--- config.mk ---
export PLATFORM = sky130hd
export DESIGN_NAME = tlr_device_flat
export DESIGN_NICKNAME = d
export VERILOG_FILES = /design/src/rtl/tlr_pkg.sv /design/src/rtl/tlr_if.sv /design/src/rtl/tlr_tap.sv /design/src/rtl/tlr_device.sv /design/src/flat_wrapper.sv
export SDC_FILE = /design/constraint.sdc
export NUM_CORES = 1
export LEC_CHECK = 0
export ABC_AREA = 1
export BUFFER_PORTS_ARGS = -buffer_cell sky130_fd_sc_hd__buf_2
export CAP_MARGIN = 20
export CORE_MARGIN = 2
export CORE_UTILIZATION = 40
export CTS_CLUSTER_SIZE = 24
export DETAILED_ROUTE_END_ITERATION = 8
export PLACE_DENSITY = 0.65
export SYNTH_ARGS = -nofsm -noshare
export SYNTH_HDL_FRONTEND = slang
export SYNTH_HIERARCHICAL = 1
export SYNTH_SLANG_ARGS = --single-unit
--- constraint.sdc ---
create_clock -name SYS_CLK -period 1.7 [get_ports SYS_CLK]
set_input_delay 0.085 -clock SYS_CLK [delete_from_list [all_inputs] [get_ports SYS_CLK]]
set_output_delay 0.085 -clock SYS_CLK [all_outputs]
set_load 0.01 [all_outputs]
--- src/rtl/tlr_pkg.sv ---
package tlr_pkg;
    // Serial frame: read flag, 8-bit address, 16-bit data, msb first
    localparam int          FRAME_BITS    = 25;
    localparam int          CMD_BITS      = 9;
    localparam logic [7:0]  LCR_ADDR      = 8'h83;
    localparam logic [7:0]  LINE_ADDR     = 8'h84;
    localparam int          LCR_TOGGLE    = 15;
    localparam logic        LCR_RESET     = 1'b0;
    localparam logic [15:0] LCR_WMASK     = 16'h8000;
    localparam int          LINES_DEF     = 525;
    localparam int          BSR_W_DEF     = 16;
    localparam logic [1:0]  IR_SAMPLE     = 2'b01;
    localparam logic [1:0]  IR_BYPASS     = 2'b11;
    localparam logic [1:0]  IR_CAPT       = 2'b01;
    // Controller registers, byte addresses
    localparam logic [7:0]  A_CTRL        = 8'h00;
    localparam logic [7:0]  A_CMD         = 8'h04;
    localparam logic [7:0]  A_STAT        = 8'h08;
    localparam logic [7:0]  A_RDATA       = 8'h0c;
    localparam logic [7:0]  A_JTAG        = 8'h10;
    localparam int          CTRL_TEST     = 0;
    localparam int          CTRL_RST      = 1;
    localparam int          J_TMS         = 0;
    localparam int          J_TDI         = 1;
    localparam int          J_TDO         = 2;
    localparam int          CMD_RD        = 24;
    localparam int          SYS_CLK_KHZ   = 40000;
    localparam int          SYS_PERIOD_NS = 25;
    localparam int          RST_HOLD_US   = 500;
    localparam int          RST_HOLD_CYC  = (RST_HOLD_US * SYS_CLK_KHZ + 999) / 1000;
    localparam int          LINK_PERIOD_NS = 200;
    localparam int          LINK_HALF     = LINK_PERIOD_NS / (2 * SYS_PERIOD_NS);

    typedef enum logic [1:0] {
        HS_IDLE = 2'b00,
        HS_LOW  = 2'b01,
        HS_HIGH = 2'b10
    } tlr_hstate_t;

    typedef enum logic [3:0] {
        TS_RESET  = 4'b0000, TS_IDLE   = 4'b0001, TS_SEL_DR = 4'b0010, TS_CAP_DR = 4'b0011,
        TS_SH_DR  = 4'b0100, TS_EX1_DR = 4'b0101, TS_PA_DR  = 4'b0110, TS_EX2_DR = 4'b0111,
        TS_UPD_DR = 4'b1000, TS_SEL_IR = 4'b1001, TS_CAP_IR = 4'b1010, TS_SH_IR  = 4'b1011,
        TS_EX1_IR = 4'b1100, TS_PA_IR  = 4'b1101, TS_EX2_IR = 4'b1110, TS_UPD_IR = 4'b1111
    } tlr_tap_t;
endpackage

--- src/rtl/tlr_if.sv ---
`timescale 1ns/1ps
interface tlr_if;
    logic hp_clk;    // Serial clock; test clock in test mode
    logic hp_din;    // Serial data in; test data in
    logic hp_dout;   // Serial data out; test data out
    logic hp_sel_n;  // Frame select, low active; test mode select
    logic test_sel;  // High: scan test, low: register access
    logic reset_n;   // Device reset; scan controller reset in test
    modport dev  (input hp_clk, hp_din, hp_sel_n, test_sel, reset_n, output hp_dout);
    modport host (output hp_clk, hp_din, hp_sel_n, test_sel, reset_n, input hp_dout);
endinterface

--- src/rtl/tlr_tap.sv ---
`timescale 1ns/1ps
module tlr_tap #(
    parameter int BSR_W = tlr_pkg::BSR_W_DEF
) (
    input  wire logic             clk,
    input  wire logic             rst,
    input  wire logic             tck_rise,
    input  wire logic             tck_fall,
    input  wire logic             tms,
    input  wire logic             tdi,
    input  wire logic [BSR_W-1:0] bsr_in,
    output logic                  tdo
);
    tlr_pkg::tlr_tap_t st_reg, st_next;
    logic [1:0]       ir_reg, ir_next, irs_reg, irs_next;
    logic [BSR_W-1:0] bsr_reg, bsr_next;
    logic             byp_reg, byp_next, tdo_reg, tdo_next;

    function automatic tlr_pkg::tlr_tap_t step(input tlr_pkg::tlr_tap_t s, input logic m);
        case (s)
            tlr_pkg::TS_RESET:  step = m ? tlr_pkg::TS_RESET  : tlr_pkg::TS_IDLE;
            tlr_pkg::TS_IDLE:   step = m ? tlr_pkg::TS_SEL_DR : tlr_pkg::TS_IDLE;
            tlr_pkg::TS_SEL_DR: step = m ? tlr_pkg::TS_SEL_IR : tlr_pkg::TS_CAP_DR;
            tlr_pkg::TS_CAP_DR: step = m ? tlr_pkg::TS_EX1_DR : tlr_pkg::TS_SH_DR;
            tlr_pkg::TS_SH_DR:  step = m ? tlr_pkg::TS_EX1_DR : tlr_pkg::TS_SH_DR;
            tlr_pkg::TS_EX1_DR: step = m ? tlr_pkg::TS_UPD_DR : tlr_pkg::TS_PA_DR;
            tlr_pkg::TS_PA_DR:  step = m ? tlr_pkg::TS_EX2_DR : tlr_pkg::TS_PA_DR;
            tlr_pkg::TS_EX2_DR: step = m ? tlr_pkg::TS_UPD_DR : tlr_pkg::TS_SH_DR;
            tlr_pkg::TS_SEL_IR: step = m ? tlr_pkg::TS_RESET  : tlr_pkg::TS_CAP_IR;
            tlr_pkg::TS_CAP_IR: step = m ? tlr_pkg::TS_EX1_IR : tlr_pkg::TS_SH_IR;
            tlr_pkg::TS_SH_IR:  step = m ? tlr_pkg::TS_EX1_IR : tlr_pkg::TS_SH_IR;
            tlr_pkg::TS_EX1_IR: step = m ? tlr_pkg::TS_UPD_IR : tlr_pkg::TS_PA_IR;
            tlr_pkg::TS_PA_IR:  step = m ? tlr_pkg::TS_EX2_IR : tlr_pkg::TS_PA_IR;
            tlr_pkg::TS_EX2_IR: step = m ? tlr_pkg::TS_UPD_IR : tlr_pkg::TS_SH_IR;
            default:            step = m ? tlr_pkg::TS_SEL_DR : tlr_pkg::TS_IDLE;
        endcase
    endfunction

    always_comb begin
        st_next  = st_reg;
        ir_next  = ir_reg;
        irs_next = irs_reg;
        bsr_next = bsr_reg;
        byp_next = byp_reg;
        tdo_next = tdo_reg;
        if (tck_rise) begin
            st_next = step(st_reg, tms);
            case (st_reg)
                tlr_pkg::TS_RESET:  ir_next = tlr_pkg::IR_BYPASS;
                tlr_pkg::TS_CAP_DR: begin
                    bsr_next = bsr_in;
                    byp_next = 1'b0;
                end
                tlr_pkg::TS_SH_DR: begin
                    if (ir_reg == tlr_pkg::IR_SAMPLE) begin
                        bsr_next = {tdi, bsr_reg[BSR_W-1:1]};
                    end else begin
                        byp_next = tdi;
                    end
                end
                tlr_pkg::TS_CAP_IR: irs_next = tlr_pkg::IR_CAPT;
                tlr_pkg::TS_SH_IR:  irs_next = {tdi, irs_reg[1]};
                tlr_pkg::TS_UPD_IR: ir_next = irs_reg;
                default: ;
            endcase
        end
        // Output changes on the falling edge so the far end samples a settled bit
        if (tck_fall) begin
            if (st_reg == tlr_pkg::TS_SH_DR) begin
                tdo_next = (ir_reg == tlr_pkg::IR_SAMPLE) ? bsr_reg[0] : byp_reg;
            end else if (st_reg == tlr_pkg::TS_SH_IR) begin
                tdo_next = irs_reg[0];
            end
        end
    end

    always_ff @(posedge clk) begin
        if (rst) begin
            st_reg  <= tlr_pkg::TS_RESET;
            ir_reg  <= tlr_pkg::IR_BYPASS;
            irs_reg <= 2'h0;
            bsr_reg <= '0;
            byp_reg <= 1'b0;
            tdo_reg <= 1'b0;
        end else begin
            st_reg  <= st_next;
            ir_reg  <= ir_next;
            irs_reg <= irs_next;
            bsr_reg <= bsr_next;
            byp_reg <= byp_next;
            tdo_reg <= tdo_next;
        end
    end

    assign tdo = tdo_reg;
endmodule // tlr_tap

--- src/rtl/tlr_device.sv ---
`timescale 1ns/1ps
module tlr_device #(
    parameter int LINES = tlr_pkg::LINES_DEF,
    parameter int BSR_W = tlr_pkg::BSR_W_DEF
) (
    input  wire logic        SYS_CLK,
    input  wire logic        RESET,
    tlr_if.dev               LINK,
    input  wire logic        LINE_TICK,
    output logic [15:0]      LINE_COUNT,
    output logic [15:0]      FRAME_COUNT,
    output logic             TEST_MODE,
    output logic             COUNT_CLEAR
);
    localparam logic [4:0]  FB   = 5'(tlr_pkg::FRAME_BITS);
    localparam logic [4:0]  CB   = 5'(tlr_pkg::CMD_BITS);
    localparam logic [15:0] LAST = 16'(LINES - 1);
    localparam int          NS   = 5;
    localparam logic [NS-1:0] SYNC_RST = 5'h04;

    if (LINES < 2 || LINES > 65536 || BSR_W < 1 || BSR_W > 32) begin : g_bad_param
        $error("tlr_device: LINES or BSR_W out of range");
    end

    logic [NS-1:0] pin_in, meta_reg, sync_reg;
    logic          s_clk, s_din, s_sel_n, s_test, s_rstn;
    logic          clk_d_reg, rise, fall, host_rst, tap_rst, tap_tdo;

    assign pin_in = {LINK.hp_clk, LINK.hp_din, LINK.hp_sel_n, LINK.test_sel, LINK.reset_n};

    // Every pin crosses two flops before any logic looks at it
    for (genvar i = 0; i < NS; i++) begin : g_sync
        always_ff @(posedge SYS_CLK) begin
            if (RESET) begin
                meta_reg[i] <= SYNC_RST[i];
                sync_reg[i] <= SYNC_RST[i];
            end else begin
                meta_reg[i] <= pin_in[i];
                sync_reg[i] <= meta_reg[i];
            end
        end
    end

    assign s_clk   = sync_reg[4];
    assign s_din   = sync_reg[3];
    assign s_sel_n = sync_reg[2];
    assign s_test  = sync_reg[1];
    assign s_rstn  = sync_reg[0];
    assign rise    = s_clk & ~clk_d_reg;
    assign fall    = ~s_clk & clk_d_reg;

    assign host_rst = RESET | (~s_test & ~s_rstn);
    assign tap_rst  = RESET | ~s_test | ~s_rstn;

    logic [4:0]  cnt_reg, cnt_next;
    logic [23:0] sr_reg, sr_next;
    logic [15:0] rd_reg, rd_next, rdata;
    logic        sdo_reg, sdo_next, lcr_reg, lcr_next, clr_reg, clr_next;
    logic [15:0] line_reg, line_next, frame_reg, frame_next;
    logic        pin_reg, pin_next;

    function automatic logic [15:0] reg_read(input logic [7:0] a, input logic lcr,
                                             input logic [15:0] line);
        case (a)
            tlr_pkg::LCR_ADDR:  reg_read = {lcr, 15'h0000};
            tlr_pkg::LINE_ADDR: reg_read = line;
            default:            reg_read = 16'h0000;
        endcase
    endfunction

    assign rdata = reg_read(sr_reg[7:0], lcr_reg, line_reg);

    always_comb begin
        cnt_next = cnt_reg;
        sr_next  = sr_reg;
        rd_next  = rd_reg;
        sdo_next = sdo_reg;
        lcr_next = lcr_reg;
        clr_next = 1'b0;
        // Register port only while select is low; frozen during scan
        if (!s_test) begin
            if (s_sel_n) begin
                cnt_next = 5'h00;
            end else if (rise && cnt_reg < FB) begin
                sr_next  = {sr_reg[22:0], s_din};
                cnt_next = cnt_reg + 5'h01;
                if (cnt_reg == FB - 5'h01 && !sr_reg[23]
                    && sr_reg[22:15] == tlr_pkg::LCR_ADDR) begin
                    // Only bit 15 is kept; reserved bits are dropped
                    lcr_next = sr_reg[14];
                    clr_next = (sr_reg[14] != lcr_reg);
                end
            end else if (fall && cnt_reg == CB) begin
                sdo_next = sr_reg[8] ? rdata[15] : 1'b0;
                rd_next  = sr_reg[8] ? {rdata[14:0], 1'b0} : 16'h0000;
            end else if (fall && cnt_reg > CB) begin
                sdo_next = rd_reg[15];
                rd_next  = {rd_reg[14:0], 1'b0};
            end
        end
    end

    always_comb begin
        line_next  = line_reg;
        frame_next = frame_reg;
        if (clr_reg) begin
            line_next  = 16'h0000;
            frame_next = 16'h0000;
        end else if (LINE_TICK) begin
            if (line_reg == LAST) begin
                line_next  = 16'h0000;
                frame_next = frame_reg + 16'h0001;
            end else begin
                line_next = line_reg + 16'h0001;
            end
        end
        pin_next = s_test ? tap_tdo : sdo_reg;
    end

    always_ff @(posedge SYS_CLK) begin
        if (RESET) begin
            clk_d_reg <= 1'b0;
            pin_reg   <= 1'b0;
        end else begin
            clk_d_reg <= s_clk;
            pin_reg   <= pin_next;
        end
    end

    always_ff @(posedge SYS_CLK) begin
        if (host_rst) begin
            cnt_reg   <= 5'h00;
            sr_reg    <= 24'h000000;
            rd_reg    <= 16'h0000;
            sdo_reg   <= 1'b0;
            lcr_reg   <= tlr_pkg::LCR_RESET;
            clr_reg   <= 1'b0;
            line_reg  <= 16'h0000;
            frame_reg <= 16'h0000;
        end else begin
            cnt_reg   <= cnt_next;
            sr_reg    <= sr_next;
            rd_reg    <= rd_next;
            sdo_reg   <= sdo_next;
            lcr_reg   <= lcr_next;
            clr_reg   <= clr_next;
            line_reg  <= line_next;
            frame_reg <= frame_next;
        end
    end

    // Scan chain sees only the counter state: low BSR_W bits of frame and line count, line count lowest
    logic [BSR_W-1:0] bsr_cap;
    assign bsr_cap = BSR_W'({frame_reg, line_reg});

    tlr_tap #(
        .BSR_W (BSR_W)
    ) u_tap (
        .clk      (SYS_CLK),
        .rst      (tap_rst),
        .tck_rise (rise & s_test),
        .tck_fall (fall & s_test),
        .tms      (s_sel_n),
        .tdi      (s_din),
        .bsr_in   (bsr_cap),
        .tdo      (tap_tdo)
    );

    assign LINK.hp_dout = pin_reg;
    assign LINE_COUNT   = line_reg;
    assign FRAME_COUNT  = frame_reg;
    assign TEST_MODE    = sync_reg[1];
    assign COUNT_CLEAR  = clr_reg;
endmodule // tlr_device

--- src/flat_wrapper.sv ---
// flat-port wrapper written by rule: the top's interface ports become plain ports
module tlr_device_flat 
#(
    parameter int LINES = tlr_pkg::LINES_DEF,
    parameter int BSR_W = tlr_pkg::BSR_W_DEF
)
  (SYS_CLK, RESET, LINE_TICK, LINE_COUNT, FRAME_COUNT, TEST_MODE, COUNT_CLEAR, LINK_hp_clk, LINK_hp_din, LINK_hp_sel_n, LINK_test_sel, LINK_reset_n, LINK_hp_dout);
  tlr_if LINK_i ();
  input  wire logic SYS_CLK;
  input  wire logic RESET;
  input  wire logic LINE_TICK;
  output logic [15:0] LINE_COUNT;
  output logic [15:0] FRAME_COUNT;
  output logic TEST_MODE;
  output logic COUNT_CLEAR;
  input wire logic [$bits(LINK_i.hp_clk)-1:0] LINK_hp_clk;
  input wire logic [$bits(LINK_i.hp_din)-1:0] LINK_hp_din;
  input wire logic [$bits(LINK_i.hp_sel_n)-1:0] LINK_hp_sel_n;
  input wire logic [$bits(LINK_i.test_sel)-1:0] LINK_test_sel;
  input wire logic [$bits(LINK_i.reset_n)-1:0] LINK_reset_n;
  output wire logic [$bits(LINK_i.hp_dout)-1:0] LINK_hp_dout;
  assign LINK_i.hp_clk = LINK_hp_clk;
  assign LINK_i.hp_din = LINK_hp_din;
  assign LINK_i.hp_sel_n = LINK_hp_sel_n;
  assign LINK_i.test_sel = LINK_test_sel;
  assign LINK_i.reset_n = LINK_reset_n;
  assign LINK_hp_dout = LINK_i.hp_dout;
  tlr_device #(.LINES(LINES), .BSR_W(BSR_W)) u_core (.SYS_CLK(SYS_CLK), .RESET(RESET), .LINK(LINK_i), .LINE_TICK(LINE_TICK), .LINE_COUNT(LINE_COUNT), .FRAME_COUNT(FRAME_COUNT), .TEST_MODE(TEST_MODE), .COUNT_CLEAR(COUNT_CLEAR));
endmodule
==> flow_summary.yaml, run 1 <==
run_status:
  status: "finished, final reports clean"
floorplanning:
  num_io_pins: 43
  die_w_um: 125
  die-height_um: 125
  fp.coreArea_mm2: 0.0145
  std_cell_rows: 44
  initial_core_util_pct: 40.7
  die_area_mm2: 0.0157
worst_setup_path:
  critPathMaxFanout: 19
  rrSetupSlack_ps: 100
  startpoint: "u_core/u_tap/st_reg[2]"
  r2r_start: "u_core/u_tap/st_reg[2]"
  critical_path_required_ps: 2040
  cp-start-kind: "flop"
  r2r_end: "u_core/u_tap/bsr_reg[3]"
  crit_arrival_ps: 1940
  r2r_cells: 6
  crit_type: "flop to flop"
  worst_setup_path_end_kind: "flop"
layout:
  fin_util_pct: 48.5
  stdcell_count: 1155
  largest_reg_flops: 24
  fillers: 1443
  multi_input_area_mm2: 0.00294
  antenna_cells: 0
  syn_to_final_growth_pct: 19.2
  seqCellArea_mm2: 0.00235
  nets: 972
  drive_above_1_share_pct: 14.4
grt:
  grt_usage_pct: 17.6
  grt_overflow: 0
  grt_max_degree: 33
  antenna_found_initial: 0
  grt_pass1_wl_um: 22900
  grt_pass1_vias: 4913
timing:
  fmax_mhz: 624
  hold_viol_final: 0
  period_needed_ps: 1600
  final.setup_skew_ps: 8.25
  post-route-period-util_pct: 94.2
  max_slew_margin_pct: 67.4
  tns_ps: 0
  finalWorstSetupSlack_ps: 97.9
  slew_violations: 0
  rsz0062_at_grt: "yes"
  setup_viol: 0
  max_slew.worst_pin.slew_ps: 488
yosys:
  syn-cell-area_mm2: 0.00590
  syn_nets: 905
  synth-seq-cells: 117
  synthCells: 891
  ys_warn_count: 6
  synth.avg_cell_area_um2: 6.62
  synth_top_cell_by_area: "dfxtp_1"
  synthDominantCellAreaShare_pct: 39.7
  seq_area_frac_synth_pct: 39.7
  synth.area.top_cells: "dfxtp_1 (40%), nand2_1 (15%), nor2_1 (7.5%), a21oi_1 (7.4%), inv_1 (6.9%)"
  ys_types: 39
power_and_ir_drop:
  max-vdd-ir-drop_v: 0.000906
  p_per_area_mw_per_mm2: 909
  power_leakage_nw: 2.88
drt:
  ant_nets: 0
  wl_um: 13800
  dr_total_vias: 5591
  wl_per_cell_um: 11.9
  firstDrtPassIters: 5
  drt_iter0_markers: 482
  drcViolationCount: 0
  routed_via_density: 4.84
cts:
  clock_tree.buffer_depth: 2
  htree_levels: 4
  root_buffer: "clkbuf_16"
  post_cts_buffers: 0
  cts_tree: "yes"
  clock_sinks: 117
  clk_pin_slew_ps: 50
  clock_latency_ps: 410
  numCtsBuffers: 17
place:
  dp.cells: 1116
  hpwl_um: 9490
  dp_slack_ps: 90.6
  gp_congestion: 0.892
  io_buffer_count: 42
hold_path:
  hp-start: "LINE_TICK"
  min_path_cells: 3
  holdPathEnd: "u_core/LINE_COUNT[0]"
  min_path_type: "primary input to flop"
flow_run:
  maxCapViolCount: 0
[metrics by stage]
step | total power (W) | instance area, um^2 | hold WS (ps)
2_1_floorplan | 0.00290 | 5900 | 189
3_3_place_gp | 0.00294 | 6350 | 274
6_report | 0.00639 | 7030 | 53.3
5_1_grt | 0.00662 | 7030 | 48.1
4_1_cts | 0.00647 | 7000 | 29.0
3_5_place_dp | 0.00294 | 6350 | 280
[cells in the final DEF, fill, tap and decap left out, types with 5 or more instances in the layout]
cell	count
nand2_1	242
nor2_1	116
dfxtp_1	113
inv_1	109
a21oi_1	87
o21ai_0	56
nand3_1	50
buf_2	42
buf_4	29
clkbuf_16	17
nand4_1	10
xor2_1	9
clkinv_2	7
nor2_2	7
o21ai_1	7
dlygate4sd3_1	6
inv_2	6
ha_1	6
nor3_1	5
nand2_2	5
[layout make-up]
class / instances / share of cell area, %
clock inverters: 10 / 1.46
repair buffers: 77 / 6.94
inverters: 116 / 6.20
clock buffers: 22 / 6.89
flip-flops and latches: 117 / 33.4
well taps: 184 / 3.28
multi-input cells: 629 / 41.8
[cell families after synthesis]
| family | after synthesis | synth area share, % |
|---|---|---|
| AO/OA/AOI/OAI | 159 | 13.9 |
| adder cells (fa/ha/maj) | 6 | 1.27 |
| AND/OR/NAND/NOR | 452 | 32.6 |
| flip-flops | 117 | 39.7 |
| XOR/XNOR | 11 | 1.63 |
| buffers and inverters | 146 | 10.9 |
[worst max-delay path, stage by stage (launching register included)]
cell	delay [ps]
dfxtp_1	430
inv_2	80
nor2_4	150
nand2_8	120
o21ai_2	160
nand3b_2	330
a21oi_1	240
[Yosys cell counts, drive strengths merged]
cell type,count
o21ai,65
o21bai,1
xnor2,2
nor4,1
inv,115
a21boi,1
buf,22
o22ai,2
a31oi,2
nand4,10
a21oi,87
nor2,127
nand2,249
or2,3
clkbuf,8
o21a,1
ha,6
nand3,52
xor2,9
nor3b,1
nor3,6
clkinv,1
nand3b,3
dfxtp,117
[power by group]
| part | internal, W | switching (W) | total (W) | leakage (nW) |
|---|---|---|---|---|
| combinational | 0.0000441 | 0.0000792 | 0.000123 | 1.63 |
| sequential | 0.00276 | 0.00000828 | 0.00277 | 0.947 |
| clock | 0.00229 | 0.00121 | 0.00350 | 0.295 |
| total | 0.00509 | 0.00130 | 0.00639 | 2.88 |
[how the worst max path moves through the flow]
stage                                    end  cells past startpoint
finish               u_core/u_tap/bsr_reg[3]                      6
global route         u_core/u_tap/bsr_reg[0]                      6
CTS                  u_core/u_tap/bsr_reg[3]                      7
detailed placement  u_core/u_tap/bsr_reg[11]                      7
global placement            u_core/rd_reg[5]                      9
floorplan              u_core/FRAME_COUNT[4]                      8
[per-layer routing]
layer | GRT usage [%] | up-vias | wire length [um] | part of all wire [%]
li1 | - | 2950 | - | -
met1 | 23.8 | 2504 | 6880 | 50
met2 | 26.8 | 118 | 6080 | 44
met3 | 5.31 | 19 | 611 | 4.4
met4 | 6.01 | 0 | 224 | 1.6
met5 | 0 | - | 0 | 0
[timing repair]
| action | 4_1_cts | 5_1_grt |
|---|---|---|
| setup endpoints to repair | 0 | 31 |
| gates resized for setup | 0 | 8 |
| hold buffers | 6 | 0 |
| endpoints found under the hold margin | 6 | 0 |
Power figures use the tool's default switching activity.
==> inputs of run 2 (changes only) <==
--- a/config.mk
+++ b/config.mk
@@ -15,5 +15,4 @@
 export PLACE_DENSITY = 0.65
 export SYNTH_ARGS = -nofsm -noshare
 export SYNTH_HDL_FRONTEND = slang
-export SYNTH_HIERARCHICAL = 1
 export SYNTH_SLANG_ARGS = --single-unit
==> flow_summary.yaml, run 2 <==
grt:
  antenna_found_initial: 0
  grt_overflow: 0
  grt_pass1_vias: 5151
  grt_usage_pct: 18.4
  grt_max_degree: 34
  grt_pass1_wl_um: 23700
floorplanning:
  initial_core_util_pct: 41.1
  die-height_um: 127
  std_cell_rows: 44
  die_w_um: 127
  die_area_mm2: 0.0160
  num_io_pins: 43
  fp.coreArea_mm2: 0.0146
yosys:
  synth_common_cells: "nand2_1 (194), dfxtp_1 (117), nor2_1 (110), inv_1 (90), a21oi_1 (64)"
  synth.most_common_cell: "nand2_1"
  ys.flop_type: "dfxtp_1"
  syn_nets: 872
  ys_types: 44
  ys_warn_count: 0
  syn-cell-area_mm2: 0.00602
  synth_top_cell_by_area: "dfxtp_1"
  async_flop_share_pct: 0
  seq_area_frac_synth_pct: 38.9
  synth-seq-cells: 117
  synth-edff-count: 0
  synthCells: 858
  synth.avg_cell_area_um2: 7.01
  synth.area.top_cells: "dfxtp_1 (39%), nand2_1 (12%), nor2_1 (6.9%), inv_1 (5.6%), a21oi_1 (5.3%)"
  synthDominantCellAreaShare_pct: 38.9
layout:
  multi_input_area_mm2: 0.00303
  final_area_mm2: 0.00720
  seqCellArea_mm2: 0.00234
  largest_reg_flops: 24
  drive_above_1_share_pct: 18.6
  nets: 946
  final_cell_mix: "nand2_1 (194), dfxtp_1 (116), nor2_1 (110)"
  fillers: 1457
  syn_to_final_growth_pct: 19.6
  final_common_cell: "nand2_1"
  antenna_cells: 0
worst_setup_path:
  max_stage_delay_ps: 330
  path_buf_inv: 2
  r2r_start: "u_core.cnt_reg[1]"
  critPathMaxFanout: 16
  r2r_cells: 9
  crit_type: "flop to flop"
  cp-start-kind: "flop"
  crit_arrival_ps: 1850
  crit_path_top_delay_cell: "dfxtp_1"
  rrSetupSlack_ps: 170
  path_delay_family: "simple AND/OR/NAND/NOR gates"
  worst_setup_path_end_kind: "flop"
  crit_chain: "inv_1 > ha_1 > nand2_4 > nand2_1 > inv_2 > nand2_4 > nand4_4 > nor2_1 > nor2_1"
  r2r_end: "u_core.rd_reg[3]"
  critical_path_required_ps: 2010
timing:
  max_slew_margin_pct: 56.9
  fmax_mhz: 652
  period_needed_ps: 1530
  finalWorstSetupSlack_ps: 167
  slew_violations: 0
  final.setup_skew_ps: 8.80
  post-route-period-util_pct: 90.2
  hold_slack_ps: 398
  hold_viol_final: 0
  setup_viol: 0
  max_slew.worst_pin.slew_ps: 646
power_and_ir_drop:
  max-vdd-ir-drop_v: 0.000721
  power_leakage_nw: 2.94
  p_per_area_mw_per_mm2: 873
  combPwrFrac_pct: 2.2
  seqPwrFrac_pct: 44.1
  intPower_w: 0.00499
  switchingPower_w: 0.00129
  pwr-share-clk_pct: 53.7
  swShare_pct: 20.6
drt:
  drcViolationCount: 0
  routed_via_density: 4.95
  wl_um: 13900
  ant_nets: 0
  dr_total_vias: 5581
  drt_iter0_markers: 333
  wl_per_cell_um: 12.4
  firstDrtPassIters: 5
hold_path:
  holdPathEnd: "u_core.s_din"
  min_path_cells: 2
  min_path_type: "flop to flop"
  hp-start: "u_core.meta_reg[3]"
cts:
  clock_tree.buffer_depth: 2
  clock_sinks: 117
  clock_latency_ps: 420
  cts_tree: "yes"
  htree_levels: 4
  numCtsBuffers: 17
  clk_pin_slew_ps: 50
  root_buffer: "clkbuf_16"
flow_run:
  maxCapViolCount: 0
place:
  io_buffer_count: 42
  dp_slack_ps: 173
  gp_congestion: 0.885
  post_dp_cell_area_mm2: 0.00653
  hpwl_um: 9540
run_status:
  status: "finished, final reports clean"
==> run 2: cell count changes in the layout (fill, tap and decap cells not counted), moves of 10 or more <==
cell	before	now
inv_2	6	16
o21ai_2	2	12
nand2_1	242	194
nand4_1	10	36
o21ai_1	7	27
inv_1	109	90
a21oi_1	87	64
a21oi_2	0	10
o21ai_0	56	43
nand3_1	50	38
==> run 2: worst max-delay path by stage <==
stage / slack [ps] / endpoint / from / cells after the start
after floorplan: 250 / u_core.rd_reg[7] / u_core.cnt_reg[0] / 9
after global placement: 210 / u_core.LINE_COUNT[5] / u_core.LINE_COUNT[1] / 9
after detailed placement: 170 / u_core.rd_reg[9] / u_core.cnt_reg[1] / 9
after CTS: 150 / u_core.sdo_reg / u_core.cnt_reg[1] / 10
after global routing: -0.4 / u_core.LINE_COUNT[5] / u_core.LINE_COUNT[1] / 9
final: 170 / u_core.rd_reg[3] / u_core.cnt_reg[1] / 9
==> run 2: worst min-delay path, delay by kind of cell, from the launching register on <==
kind / cells / cell delay (ps)
flip-flops: 1 / 290
buffers and inverters: 1 / 40
AND/OR/NAND/NOR: 1 / 30
==> run 2: cells by family (layout without fill, tap and decap cells) <==
family                     count (synthesis)  count (layout)  synth area share (%)
and+or+nand+nor                          422             422                  32.5
AOI/OAI and AO/OA                        164             164                  15.4
buffers and inverters                    141             226                  10.7
DFF                                      117             117                  38.9
xor gates and xnor gates                   8               8                  1.16
adders and majority gates                  6               6                  1.25
==> run 2: area by class of cell <==
cell class,instances,area share [%]
multi-input combinational,600,42.2
sequential,117,32.6
timing repair buffer,86,8.59
clock buffer,26,7.07
inverter,110,5.81
tap,184,3.20
clock inverter,4,0.626
==> run 2: power groups by stage <==
stage / clock network, W / registers (W) / logic, W
floorplan: 0 / 0.00283 / 0.0000851
global placement: 0 / 0.00283 / 0.000121
detailed placement: 0 / 0.00283 / 0.000121
CTS: 0.00346 / 0.00277 / 0.000140
global route: 0.00359 / 0.00277 / 0.000158
finish: 0.00337 / 0.00277 / 0.000141
==> run 2: through the flow <==
step,std cells,setup TNS (ps),power (W),utilization [%]
2_1_floorplan,858,0,0.00291,-
3_3_place_gp,1086,0,0.00295,44.6
3_5_place_dp,1086,0,0.00295,44.6
4_1_cts,1127,0,0.00636,49.1
5_1_grt,1127,-0.401,0.00652,49.2
6_report,1127,0,0.00629,49.2
==> run 2: layer usage <==
metal	up-vias	GRT usage [%]	routed length (um)
li1	2927	-	-
met1	2504	23.0	6490
met2	122	30.0	6560
met3	28	4.98	637
met4	0	7.43	257
met5	-	0	0
==> run 2: timing repair <==
| item | CTS | global route |
|---|---|---|
| hold buffers | 11 | 0 |
| resized for setup | 0 | 2 |
| buffers inserted | 0 | 0 |
| endpoints found under the setup margin | 0 | 3 |
| endpoints found under the hold margin | 11 | 0 |
